**src/rtl/flhc_params.svh**
```systemverilog
/*
  timing counts and encodings for the flash host controller.
  assumes a 40 MHz sys_clk; included by the controller, the flash model and the bench.
*/
`ifndef FLHC_PARAMS_SVH
`define FLHC_PARAMS_SVH
`define FLHC_CLK_MHZ 40
`define FLHC_T_SETUP_NS 50
`define FLHC_T_PULSE_NS 75
`define FLHC_T_ACCESS_NS 100
`define FLHC_SETUP_CYC ((`FLHC_T_SETUP_NS * `FLHC_CLK_MHZ + 999) / 1000)
`define FLHC_PULSE_CYC ((`FLHC_T_PULSE_NS * `FLHC_CLK_MHZ + 999) / 1000)
`define FLHC_ACCESS_CYC ((`FLHC_T_ACCESS_NS * `FLHC_CLK_MHZ + 999) / 1000)
`define FLHC_CMD_READ_ARRAY 8'hFF
`define FLHC_CMD_READ_ID 8'h90
`define FLHC_CMD_READ_STATUS 8'h70
`define FLHC_CMD_CLEAR_STATUS 8'h50
`define FLHC_CMD_ERASE_SETUP 8'h20
`define FLHC_CMD_ERASE_GO 8'hD0
`define FLHC_CMD_WRITE_SETUP 8'h40
`define FLHC_CMD_WRITE_SETUP_ALT 8'h10
`define FLHC_CMD_ERASE_SUSPEND 8'hB0
`define FLHC_ADDR_MAKER_CODE 21'h000000
`define FLHC_ADDR_PART_CODE 21'h000001
`define FLHC_SR_READY 7
`define FLHC_SR_SUSPENDED 6
`define FLHC_SR_ERASE_ERR 5
`define FLHC_SR_WRITE_ERR 4
`define FLHC_SR_SUPPLY_ERR 3
`define FLHC_REG_CTRL 4'h0
`define FLHC_REG_ADDR 4'h1
`define FLHC_REG_WDATA 4'h2
`define FLHC_REG_STATUS 4'h3
`define FLHC_REG_RDATA 4'h4
`define FLHC_REG_ERRACC 4'h5
`define FLHC_OP_NONE 4'h0
`define FLHC_OP_CMD 4'h1
`define FLHC_OP_READ 4'h2
`define FLHC_OP_PROGRAM 4'h3
`define FLHC_OP_ERASE 4'h4
`define FLHC_OP_CLEAR 4'h5
`define FLHC_OP_RESET 4'h6
`define FLHC_OP_RESUME 4'h7
`endif

```
**src/rtl/flhc_pkg.sv**
```systemverilog
/*
  types for the flash host controller.
  assumes flhc_params.svh for constants.
*/
package flhc_pkg;
  typedef enum logic [3:0] {
    FLHC_IDLE, FLHC_SETUP, FLHC_PULSE, FLHC_HOLD, FLHC_RD_SETUP, FLHC_RD_WAIT,
    FLHC_RD_END, FLHC_NEXT, FLHC_RESET
  } flhc_state_t;

  typedef struct packed {
    logic ce_n;
    logic oe_n;
    logic we_n;
    logic [20:0] addr;
    logic [7:0] dout;
    logic dout_en;
  } flhc_pins_t;

  typedef struct packed {
    flhc_state_t st;
    flhc_pins_t pins;
    logic [7:0] cnt;
    logic [3:0] op;
    logic [1:0] phase;
    logic busy;
    logic [20:0] addr;
    logic [7:0] wdata;
    logic [7:0] rdata;
    logic [7:0] stat;
    logic [2:0] err_acc;
    logic rst_n_out;
    logic [31:0] rd_q;
  } flhc_reg_t;
endpackage

```
**src/rtl/flhc_ctrl.sv**
```systemverilog
/*
  host controller for a byte-wide block-erasable flash, driving its pins
  and reached by software over a plain strobe port.
  assumes the flash obeys its bus timing; data and ready pins are asynchronous.
*/
// Chosen here: the plain strobed port.
// Contract
// reset pin low clears status, array mode
// status byte; device owns ready and suspend
// error bits held until clear command
// errors accumulate across several writes
// ready output high idle, low busy
// commands accepted while busy, subset honoured; the model ignores every command while rdy is low
// erase by block, byte random access
// array read: we high, oe ce low
// array read mode after reset
// status latched on enable fall, toggle refreshes
// reads return status during and after operations
// id at address zero and one
// command: oe high, ce we low, latch rising
// write clears bits; erase restores ones
// write cycle directly follows write setup
// read-status command selects status path
// read-id command selects id path
// device counts attempts, verifies, updates status; the model only ORs fail_wr and no_supply into its error bits
// status bit layout: 7 ready down to 3
// read-array returns to array mode
// erase setup then confirm with block address
// write setup accepts two codes
`timescale 1ns/1ps
`default_nettype none
`include "flhc_params.svh"
module flhc_ctrl
  import flhc_pkg::*;
(
  // clock and reset
  input wire logic sys_clk,
  input wire logic rst_b,
  // software port
  input wire logic [3:0] sw_addr,
  input wire logic [31:0] sw_wdata,
  input wire logic sw_wr,
  input wire logic sw_rd,
  output logic [31:0] sw_rdata,
  // flash pins
  output logic flash_ce_n,
  output logic flash_oe_n,
  output logic flash_we_n,
  output logic [20:0] byte_address,
  output logic [7:0] data_bus_out,
  output logic data_bus_oe,
  input wire logic [7:0] data_bus_in,
  output logic reset_powerdown_n,
  input wire logic ready_busy_out
);
  localparam logic [7:0] SETUP_CYC = 8'(`FLHC_SETUP_CYC);
  localparam logic [7:0] PULSE_CYC = 8'(`FLHC_PULSE_CYC);
  localparam logic [7:0] ACCESS_CYC = 8'(`FLHC_ACCESS_CYC);

  flhc_reg_t r_q, r_d;
  logic [7:0] dq_m, dq_s;
  logic rb_m, rb_s;

  // pin inputs pass two flops before use
  always_ff @(posedge sys_clk or negedge rst_b) begin
    if (!rst_b) begin
      dq_m <= 8'h00;
      dq_s <= 8'h00;
      rb_m <= 1'b1;
      rb_s <= 1'b1;
    end else begin
      dq_m <= data_bus_in;
      dq_s <= dq_m;
      rb_m <= ready_busy_out;
      rb_s <= rb_m;
    end
  end

  function automatic flhc_pins_t idle_pins(input logic [20:0] a);
    flhc_pins_t p;
    p.ce_n = 1'b1;
    p.oe_n = 1'b1;
    p.we_n = 1'b1;
    p.addr = a;
    p.dout = 8'h00;
    p.dout_en = 1'b0;
    return p;
  endfunction

  always_comb begin
    logic [7:0] code;
    code = 8'h00;
    r_d = r_q;
    r_d.rd_q = 32'h0000_0000;
    // software reads; data valid next cycle only
    if (sw_rd) begin
      case (sw_addr)
        `FLHC_REG_CTRL: r_d.rd_q = {28'h0000000, r_q.op};
        `FLHC_REG_ADDR: r_d.rd_q = {11'h000, r_q.addr};
        `FLHC_REG_WDATA: r_d.rd_q = {24'h000000, r_q.wdata};
        `FLHC_REG_STATUS: r_d.rd_q = {22'h000000, !rb_s, r_q.busy, r_q.stat};
        `FLHC_REG_RDATA: r_d.rd_q = {24'h000000, r_q.rdata};
        `FLHC_REG_ERRACC: r_d.rd_q = {29'h00000000, r_q.err_acc};
        default: r_d.rd_q = 32'h0000_0000;
      endcase
    end
    if (sw_wr) begin
      case (sw_addr)
        `FLHC_REG_ADDR: r_d.addr = sw_wdata[20:0];
        `FLHC_REG_WDATA: r_d.wdata = sw_wdata[7:0];
        // write-one clears the host-side error tally
        `FLHC_REG_ERRACC: r_d.err_acc = r_q.err_acc & ~sw_wdata[2:0];
        `FLHC_REG_CTRL: begin
          // orders while busy are dropped; software polls busy first
          if (!r_q.busy) begin
            r_d.op = sw_wdata[3:0];
            r_d.busy = (sw_wdata[3:0] != `FLHC_OP_NONE);
            r_d.phase = 2'd0;
          end
        end
        default: ;
      endcase
    end
    // command sequence per operation
    case (r_q.op)
      `FLHC_OP_CMD: code = r_q.wdata;
      `FLHC_OP_CLEAR: code = `FLHC_CMD_CLEAR_STATUS;
      `FLHC_OP_RESUME: code = `FLHC_CMD_ERASE_GO;
      `FLHC_OP_PROGRAM: code = (r_q.phase == 2'd0) ? `FLHC_CMD_WRITE_SETUP : r_q.wdata;
      `FLHC_OP_ERASE: code = (r_q.phase == 2'd0) ? `FLHC_CMD_ERASE_SETUP : `FLHC_CMD_ERASE_GO;
      `FLHC_OP_READ: code = 8'h00;
      default: code = 8'h00;
    endcase
    case (r_q.st)
      FLHC_IDLE: begin
        r_d.pins = idle_pins(r_q.addr);
        if (r_q.busy) begin
          r_d.cnt = 8'h00;
          if (r_q.op == `FLHC_OP_RESET) begin
            r_d.rst_n_out = 1'b0;
            r_d.st = FLHC_RESET;
          end else if (r_q.op == `FLHC_OP_READ) begin
            r_d.st = FLHC_RD_SETUP;
          end else if (r_q.op == `FLHC_OP_CMD || r_q.op == `FLHC_OP_CLEAR ||
                       r_q.op == `FLHC_OP_RESUME || r_q.op == `FLHC_OP_PROGRAM ||
                       r_q.op == `FLHC_OP_ERASE) begin
            r_d.st = FLHC_SETUP;
          end else begin
            r_d.busy = 1'b0;
          end
        end
      end
      FLHC_SETUP: begin
        // oe high, ce and we low, data driven
        r_d.pins.oe_n = 1'b1;
        r_d.pins.ce_n = 1'b0;
        r_d.pins.we_n = 1'b0;
        r_d.pins.dout = code;
        r_d.pins.dout_en = 1'b1;
        r_d.pins.addr = r_q.addr;
        r_d.cnt = 8'h00;
        r_d.st = FLHC_PULSE;
      end
      FLHC_PULSE: begin
        r_d.cnt = r_q.cnt + 8'h01;
        if (r_q.cnt + 8'h01 >= PULSE_CYC) begin
          // rising we latches command or data
          r_d.pins.we_n = 1'b1;
          r_d.cnt = 8'h00;
          r_d.st = FLHC_HOLD;
        end
      end
      FLHC_HOLD: begin
        r_d.pins = idle_pins(r_q.addr);
        r_d.st = FLHC_NEXT;
      end
      FLHC_NEXT: begin
        r_d.cnt = r_q.cnt + 8'h01;
        if (r_q.cnt + 8'h01 >= SETUP_CYC) begin
          r_d.cnt = 8'h00;
          if ((r_q.op == `FLHC_OP_PROGRAM || r_q.op == `FLHC_OP_ERASE) && r_q.phase == 2'd0) begin
            // second cycle follows the setup with nothing between
            r_d.phase = 2'd1;
            r_d.st = FLHC_SETUP;
          end else if (r_q.op == `FLHC_OP_PROGRAM || r_q.op == `FLHC_OP_ERASE) begin
            // wait for ready, then read status: the device now serves status
            if (rb_s) begin
              r_d.phase = 2'd2;
              r_d.st = FLHC_RD_SETUP;
            end
          end else begin
            r_d.busy = 1'b0;
            r_d.op = `FLHC_OP_NONE;
            r_d.st = FLHC_IDLE;
          end
        end
      end
      FLHC_RD_SETUP: begin
        // array, status and id reads all use we high, oe ce low
        r_d.pins.we_n = 1'b1;
        r_d.pins.ce_n = 1'b0;
        r_d.pins.oe_n = 1'b0;
        r_d.pins.dout_en = 1'b0;
        r_d.pins.addr = r_q.addr;
        r_d.cnt = 8'h00;
        r_d.st = FLHC_RD_WAIT;
      end
      FLHC_RD_WAIT: begin
        r_d.cnt = r_q.cnt + 8'h01;
        // two extra cycles for the input synchroniser
        if (r_q.cnt >= ACCESS_CYC + 8'h02) begin
          r_d.rdata = dq_s;
          r_d.st = FLHC_RD_END;
        end
      end
      FLHC_RD_END: begin
        // oe and ce raised so the next status read re-latches
        r_d.pins = idle_pins(r_q.addr);
        if (r_q.phase == 2'd2) begin
          r_d.stat = r_q.rdata;
          r_d.err_acc = r_d.err_acc | r_q.rdata[`FLHC_SR_ERASE_ERR:`FLHC_SR_SUPPLY_ERR];
        end
        r_d.busy = 1'b0;
        r_d.op = `FLHC_OP_NONE;
        r_d.st = FLHC_IDLE;
      end
      FLHC_RESET: begin
        r_d.cnt = r_q.cnt + 8'h01;
        if (r_q.cnt + 8'h01 >= PULSE_CYC) begin
          // device returns to array read with status clear
          r_d.rst_n_out = 1'b1;
          r_d.stat = 8'h80;
          r_d.busy = 1'b0;
          r_d.op = `FLHC_OP_NONE;
          r_d.st = FLHC_IDLE;
        end
      end
      default: r_d.st = FLHC_IDLE;
    endcase
  end

  always_ff @(posedge sys_clk or negedge rst_b) begin
    if (!rst_b) begin
      r_q <= '{st: FLHC_IDLE, pins: '{ce_n: 1'b1, oe_n: 1'b1, we_n: 1'b1,
               addr: 21'h000000, dout: 8'h00, dout_en: 1'b0},
               cnt: 8'h00, op: 4'h0, phase: 2'd0, busy: 1'b0, addr: 21'h000000,
               wdata: 8'h00, rdata: 8'h00, stat: 8'h80, err_acc: 3'h0,
               rst_n_out: 1'b0, rd_q: 32'h0000_0000};
    end else begin
      r_q <= r_d;
    end
  end

  assign sw_rdata = r_q.rd_q;
  assign flash_ce_n = r_q.pins.ce_n;
  assign flash_oe_n = r_q.pins.oe_n;
  assign flash_we_n = r_q.pins.we_n;
  assign byte_address = r_q.pins.addr;
  assign data_bus_out = r_q.pins.dout;
  assign data_bus_oe = r_q.pins.dout_en;
  assign reset_powerdown_n = r_q.rst_n_out;

  a_cmd_oe_high: assert property (@(posedge sys_clk) disable iff (!rst_b)
    !flash_we_n |-> flash_oe_n && !flash_ce_n && data_bus_oe)
    else $error("command cycle without oe high");
  a_read_we_high: assert property (@(posedge sys_clk) disable iff (!rst_b)
    !flash_oe_n |-> flash_we_n && !data_bus_oe)
    else $error("read with we low or bus driven");
  a_write_follows: assert property (@(posedge sys_clk) disable iff (!rst_b)
    (r_q.st == FLHC_NEXT && r_q.phase == 2'd0 && r_q.op == `FLHC_OP_PROGRAM)
    |-> ##[1:8] (r_q.st == FLHC_SETUP && r_q.phase == 2'd1))
    else $error("write cycle not right after setup");
  a_setup_code: assert property (@(posedge sys_clk) disable iff (!rst_b)
    ($fell(flash_we_n) && r_q.op == `FLHC_OP_PROGRAM && r_q.phase == 2'd0)
    |-> data_bus_out == `FLHC_CMD_WRITE_SETUP)
    else $error("wrong write setup code");
  a_erase_go: assert property (@(posedge sys_clk) disable iff (!rst_b)
    ($fell(flash_we_n) && r_q.op == `FLHC_OP_ERASE && r_q.phase == 2'd1)
    |-> data_bus_out == `FLHC_CMD_ERASE_GO)
    else $error("erase_go_cmd code wrong");
  a_err_sticky: assert property (@(posedge sys_clk) disable iff (!rst_b)
    (r_q.err_acc != 3'h0 && !(sw_wr && sw_addr == `FLHC_REG_ERRACC))
    |=> (r_q.err_acc & $past(r_q.err_acc)) == $past(r_q.err_acc))
    else $error("error tally lost a bit");
  a_reset_pulse: assert property (@(posedge sys_clk) disable iff (!rst_b)
    $fell(reset_powerdown_n) |-> !reset_powerdown_n [*2])
    else $error("reset pulse too short");
  a_addr_hold: assert property (@(posedge sys_clk) disable iff (!rst_b)
    (!flash_we_n && !$past(flash_we_n)) |-> $stable(byte_address))
    else $error("address moved during write pulse");
  c_program: cover property (@(posedge sys_clk) disable iff (!rst_b)
    r_q.op == `FLHC_OP_PROGRAM && r_q.st == FLHC_RD_END);
  c_erase: cover property (@(posedge sys_clk) disable iff (!rst_b)
    r_q.op == `FLHC_OP_ERASE && r_q.st == FLHC_RD_END);
  c_read: cover property (@(posedge sys_clk) disable iff (!rst_b)
    r_q.op == `FLHC_OP_READ && r_q.st == FLHC_RD_END);
endmodule
`default_nettype wire

```
**config.mk**
```make
export PLATFORM = sky130hd
export DESIGN_NAME = flhc_ctrl
export DESIGN_NICKNAME = d
export VERILOG_FILES = /design/src/rtl/flhc_pkg.sv /design/src/rtl/flhc_ctrl.sv
export VERILOG_INCLUDE_DIRS = /design/src /design/src/rtl
export SDC_FILE = /design/constraint.sdc
export NUM_CORES = 1
export LEC_CHECK = 0
export BUFFER_PORTS_ARGS = -buffer_cell sky130_fd_sc_hd__buf_2
export CORE_ASPECT_RATIO = 0.75
export CORE_MARGIN = 1
export CORE_UTILIZATION = 27
export CTS_BUF_LIST = sky130_fd_sc_hd__clkbuf_4
export DETAILED_ROUTE_END_ITERATION = 6
export GPL_TIMING_DRIVEN = 0
export PLACE_DENSITY = 0.56
export SYNTH_ARGS = -nofsm -noshare
export SYNTH_HDL_FRONTEND = slang
export SYNTH_SLANG_ARGS = --single-unit
```
**constraint.sdc**
```tcl
create_clock -name sys_clk -period 2.3 [get_ports sys_clk]
set_clock_uncertainty 0.15 [all_clocks]
set_input_delay 0.115 -clock sys_clk [delete_from_list [all_inputs] [get_ports sys_clk]]
set_output_delay 0.115 -clock sys_clk [all_outputs]
set_load 0.005 [all_outputs]
```
==> impl_metrics.toml, run 1 <==
[critical_path]
cp.arrival_ps = 2600
critPathKind = "flip-flop to flip-flop"
path_max_fanout = 10
r2r_end = "r_q[131]"
cp-startpoint = "r_q[132]"
r2r_slack_ps = 8
cp-endpoint = "r_q[131]"
reg2regPathDepth = 7
cp.required_ps = 2610
endpoint_kind = "flip-flop"
critPathLaunchType = "flip-flop"
regToRegStartpoint = "r_q[132]"

[place]
post_dp_cell_area_um2 = 7470
hpwlAfterDp_mm = 11.1
pre_cts_ws_ps = -103
gp_congestion = 0.838
placed_cells_incl_taps = 989
portBuffers = 89

[route]
post-route-drc-count = 0
wirelength_mm = 15.5
postRouteAntennaNets = 0
vias = 4821
drtIter0Drc = 261
via_per_inst = 4.51
wl_per_cell_um = 14.5
dr.pass1.iters = 4

[cells_and_area]
layout.nets = 804
drive_gt1_frac = 0.382
fin_util = 0.349
fillers = 2440
num_antenna_cells = 0
final_cells = 1070
design_area_um2 = 8350
syn_to_final_growth_pct = 27.0

[clock_tree]
clock_latency_ps = 550
path_clk_slew_ps = 140
root_buffer = "clkbuf_4"
cts_tree = "built"
cts.sinks = 140
ctsHtreeMaxLevel = 4
numCtsBuffers = 17
cts_buffer_depth = 2

[synth]
synthArstFlopShare = 1.00
syn_inst = 583
synth_warnings = 0
synth_top_area_frac = 0.510
yosys_register_bits = 140
synthTopCellsByArea = "dfrtp_1 (51%), mux2_2 (10%), buf_4 (7.0%)"
synthesis.area_um2 = 6580
syn_area_per_cell_um2 = 11.3
synth_top_cell_by_area = "dfrtp_1"
ys_seq_area_frac = 0.534
ys.flop_type = "dfrtp_1"
synth_cell_types = 60
synth_edf_count = 0

[die]
die_h_um = 137
dieArea_um2 = 25000
ios = 115
initial_core_util = 0.275
placementRows = 49
chipWidth_um = 182
core_um2 = 23900

[timing]
slew_headroom = 0.574
fin_crit_sh = 0.997
fmax_ghz = 0.436
finalMaxSlewViolations = 0
rsz0062_at_grt = "true"
setup_viol = 0
min_period_ps = 2290
tightest_slew_ps = 638
fin_ws_ps = 7.55
finalHoldViolations = 0

[pwr]
pwr_density_cell_nw_per_um2 = 926
static-leakage-power_uw = 0.00398
peakVddDrop_v = 0.000385

[grt]
antenna_found_initial = 0
grt_pass1_wl_mm = 25.0
grt_use_total = 0.130
grt_max_degree = 76
grt_pass1_vias = 4529
grt_overflow = 0

[run]
max_cap_violations = 0

[hold_path]
hp-class = "input pin to flip-flop"
min_from = "sw_addr[3]"

[outcome]
outcome = "complete, no violations"
synthesized netlist by cell type, types with 2 or more instances:
master	n
a211o_1	2
a21o_1	9
a21oi_1	24
a221oi_1	6
a22o_1	17
a22oi_1	9
a31oi_1	4
and2_1	15
and3_1	3
and3_4	2
and3b_1	2
buf_1	2
buf_2	11
buf_4	61
clkbuf_1	16
dfrtp_1	134
dfstp_2	6
ha_1	4
inv_1	8
mux2_2	60
mux2i_1	7
nand2_1	31
nand2b_1	9
nand3_1	8
nand3b_1	6
nand4_1	4
nor2_1	41
nor2b_1	5
nor3_1	15
nor3b_1	3
nor4_1	4
nor4b_1	2
o211ai_1	3
o21ai_0	16
o21ai_1	2
o22ai_1	4
or2_2	3
xnor2_1	3
critical path: stages (launching register included):
cell and delay, ps:
dfrtp_1 380, clkbuf_1 230, nand4b_1 340, or2_2 350, o21ai_0 110, nor2_1 100
o21ai_2 190, mux2_2 350
per-layer routing:
metal  share of wire  track usage  up-vias
li1                -            -     2338
met1            0.52        0.198     2360
met2            0.42        0.180      117
met3           0.049       0.0301        6
met4          0.0051       0.0350        0
met5               0            0        -
through the flow:
stage	TNS, ps	power (uW)	hold slack [ps]
global route	-135	8300	9.65
CTS	0	7760	0.838
detailed placement	-1270	5880	4.91
floorplan	0	5040	-331
global placement	-152880	5840	74.0
finish	0	7730	44.0
report_power, final:
part           leakage (uW)  total [uW]  switching [uW]  internal [uW]
logic               0.00203        2650            1300           1350
clock network      0.000162        1770             998            771
registers           0.00179        3310             356           2950
cell usage in the layout (no fill, tap or decap), types with 4 or more instances in the layout:
master	n
inv_6	6
nand4_1	4
nand2_1	31
nor2b_1	5
dfrtp_1	131
clkbuf_4	18
nand2b_1	8
nand3_1	8
mux2_2	60
mux2i_1	7
a21o_1	9
clkbuf_1	14
dlygate4sd3_1	45
a22o_1	17
conb_1	11
nor3_1	11
nor2_1	41
dfstp_2	6
buf_2	98
a22oi_1	9
o21ai_0	15
nand3b_1	6
nor3_2	4
o22ai_1	4
a31oi_1	4
inv_1	8
and2_1	15
a221oi_1	6
a21oi_1	23
buf_4	64
cell type report:
type                            count  area [um^2]  area share
Sequential cell                   140         3510       0.421
Timing Repair Buffer              139          972       0.116
Buffer                             90          586      0.0701
Clock inverter                     15          184      0.0220
Tap cell                          306          383      0.0458
Clock buffer                       17          128      0.0153
Multi-Input combinational cell    355         2560       0.306
Inverter                            8         30.0     0.00359
registers in the layout (all words and copies together) (netlist names):
signal	cells
dq_m	8
r_q	67
rb_m	1
dq_s	8
data_bus_out	8
byte_address	21
flash_we_n	1
flash_oe_n	1
rb_s	1
sw_rdata	21
flash_ce_n	1
reset_powerdown_n	1
data_bus_oe	1
how the worst min path moves through the flow:
| stage | endpoint | cells after the start |
|---|---|---|
| 2_1_floorplan | byte_address[0] | 0 |
| 3_3_place_gp | rb_m | 1 |
| 3_5_place_dp | sw_rdata[15] | 1 |
| 4_1_cts | dq_m[4] | 2 |
| 5_1_grt | dq_m[6] | 2 |
| 6_report | sw_rdata[5] | 4 |
repair_timing:
action                                  CTS  global route
hold buffers                             44             1
resized for setup                         6            18
pin swaps                                 1             3
endpoints found under the setup margin   31            60
endpoints found under the hold margin   191             1
buffers inserted                          1             3
logic make-up (layout without fill, tap and decap cells):
group | Yosys count | in the layout | share of synthesized area
xor+xnor | 4 | 4 | 0.00533
mux | 68 | 68 | 0.117
other cells | 1 | 11 | 0.000570
flops | 140 | 140 | 0.534
buf+inv | 98 | 269 | 0.0929
simple gates | 160 | 160 | 0.128
compound gates | 108 | 108 | 0.115
fa+ha+maj | 4 | 4 | 0.00761
Power figures use the tool's default switching activity.
==> run 2: changes to the inputs <==
--- a/config.mk
+++ b/config.mk
@@ -10,7 +10,7 @@
 export CORE_ASPECT_RATIO = 0.75
 export CORE_MARGIN = 1
 export CORE_UTILIZATION = 27
-export CTS_BUF_LIST = sky130_fd_sc_hd__clkbuf_4
+export CTS_BUF_LIST = sky130_fd_sc_hd__clkbuf_2 sky130_fd_sc_hd__clkbuf_4 sky130_fd_sc_hd__clkbuf_8
 export DETAILED_ROUTE_END_ITERATION = 6
 export GPL_TIMING_DRIVEN = 0
 export PLACE_DENSITY = 0.56
==> impl_metrics.toml, run 2 (synthesis results as in run 1) <==
[route]
wl_per_cell_um = 14.5
drtIter0Drc = 234
wirelength_mm = 15.5
dr.pass1.iters = 5
vias = 4812
postRouteAntennaNets = 0
post-route-drc-count = 0
via_per_inst = 4.52

[clock_tree]
path_clk_slew_ps = 90
cts_tree = "built"
ctsHtreeMaxLevel = 4
root_buffer = "clkbuf_8"
clock_latency_ps = 450
cts.sinks = 140
numCtsBuffers = 17
cts_buffer_depth = 2

[cells_and_area]
top_register = "r_q"
fin_util = 0.351
largest_reg_flops = 67
design_area_um2 = 8400
layout_commonest_cell = "dfrtp_1"
layout.nets = 798
drive_gt1_frac = 0.381
num_antenna_cells = 0
syn_to_final_growth_pct = 27.7
final_cell_mix = "dfrtp_1 (131), buf_2 (98), buf_4 (64)"
fillers = 2441
final_cells = 1064

[grt]
grt_overflow = 0
grt_pass1_vias = 4485
antenna_found_initial = 0
grt_pass1_wl_mm = 24.9
grt_use_total = 0.130
grt_max_degree = 76

[place]
placed_cells_incl_taps = 989
portBuffers = 89
post_dp_cell_area_um2 = 7470
pre_cts_ws_ps = -103
hpwlAfterDp_mm = 11.1
gp_congestion = 0.838

[critical_path]
critPathLaunchType = "flip-flop"
cp.required_ps = 2490
path_max_fanout = 8
slowest_delay_ps = 470
crit_chain = "ha_1 > and3_2 > o31ai_4 > nand3_4 > o21ai_2 > mux2_2"
endpoint_kind = "flip-flop"
critPathKind = "flip-flop to flip-flop"
crit_path_top_delay_cell = "dfrtp_2"
cp.arrival_ps = 2440

[run]
max_cap_violations = 0

[pwr]
pwr_density_cell_nw_per_um2 = 966
total_power_uw = 8110
static-leakage-power_uw = 0.00400
peakVddDrop_v = 0.000334

[die]
chipWidth_um = 182
placementRows = 49
core_um2 = 23900
die_h_um = 137
ios = 115
initial_core_util = 0.275
dieArea_um2 = 25000

[timing]
slew_headroom = 0.584
tightest_slew_ps = 624
setup_viol = 0
finalHoldViolations = 0
fin_ws_ps = 46.1
min_period_ps = 2250
fin_crit_sh = 0.980
finalMaxSlewViolations = 0
rsz0062_at_grt = "true"
fmax_ghz = 0.444

[hold_path]
hp-class = "input pin to async pin"

[outcome]
outcome = "complete, no violations"
[run 2: timing repair]
| item | CTS | global route |
|---|---|---|
| cloned | 0 | 0 |
| gates resized for setup | 6 | 13 |
| hold buffers | 40 | 0 |
| buffers inserted | 1 | 3 |
| setup endpoints to repair | 31 | 46 |
| pin swaps | 1 | 3 |
| endpoints found under the hold margin | 112 | 0 |
[run 2: routing by layer]
layer,global-route usage,share of wire,vias up
met4,0.0406,0.0061,0
met1,0.198,0.52,2352
met2,0.178,0.42,134
met3,0.0293,0.051,8
met5,0,0,-
li1,-,-,2318
[run 2: report_power, final]
| group | leakage (uW) | internal, uW | switching (uW) | total [uW] |
|---|---|---|---|---|
| logic | 0.00200 | 1340 | 1290 | 2630 |
| registers | 0.00179 | 2960 | 364 | 3320 |
| clock network | 0.000211 | 1120 | 1040 | 2160 |
| total | 0.00400 | 5420 | 2690 | 8110 |
[run 2: final timing paths]
kind,start,end,slack [ps],cells after the start
worst max-delay path,r_q[89],r_q[131],50,6
worst min-delay path,rst_b,sw_rdata[15],90,2
worst max register to register,r_q[89],r_q[131],50,6
worst min register to register,dq_m[5],dq_s[5],200,0
max in group asynchronous,rst_b,rb_m,1080,3
min in group sys_clk,sw_addr[0],sw_rdata[20],90,4
[run 2: layout make-up]
cell class / count / area [um^2] / share of cell area
clock buffers: 18 / 248 / 0.0295
repair buffers: 134 / 922 / 0.110
inverters: 8 / 30.0 / 0.00358
well taps: 306 / 383 / 0.0456
multi-input cells: 355 / 2540 / 0.302
flip-flops and latches: 140 / 3510 / 0.419
plain buffers: 89 / 581 / 0.0691
clock inverters: 14 / 180 / 0.0215
[run 2: critical path: cells and delay by family, from the launching register on]
family                     cells  cell delay, ps
adders and majority gates      1             190
and+or+nand+nor                2             430
DFF                            1             470
muxes                          1             350
AOI/OAI and AO/OA              2             570
[run 2: metrics by stage]
step | setup TNS, ps | hold WS (ps)
3_3_place_gp | -152880 | 74.0
5_1_grt | -121 | 95.4
4_1_cts | 0 | 60.8
2_1_floorplan | 0 | -331
3_5_place_dp | -1270 | 4.91
6_report | 0 | 86.2
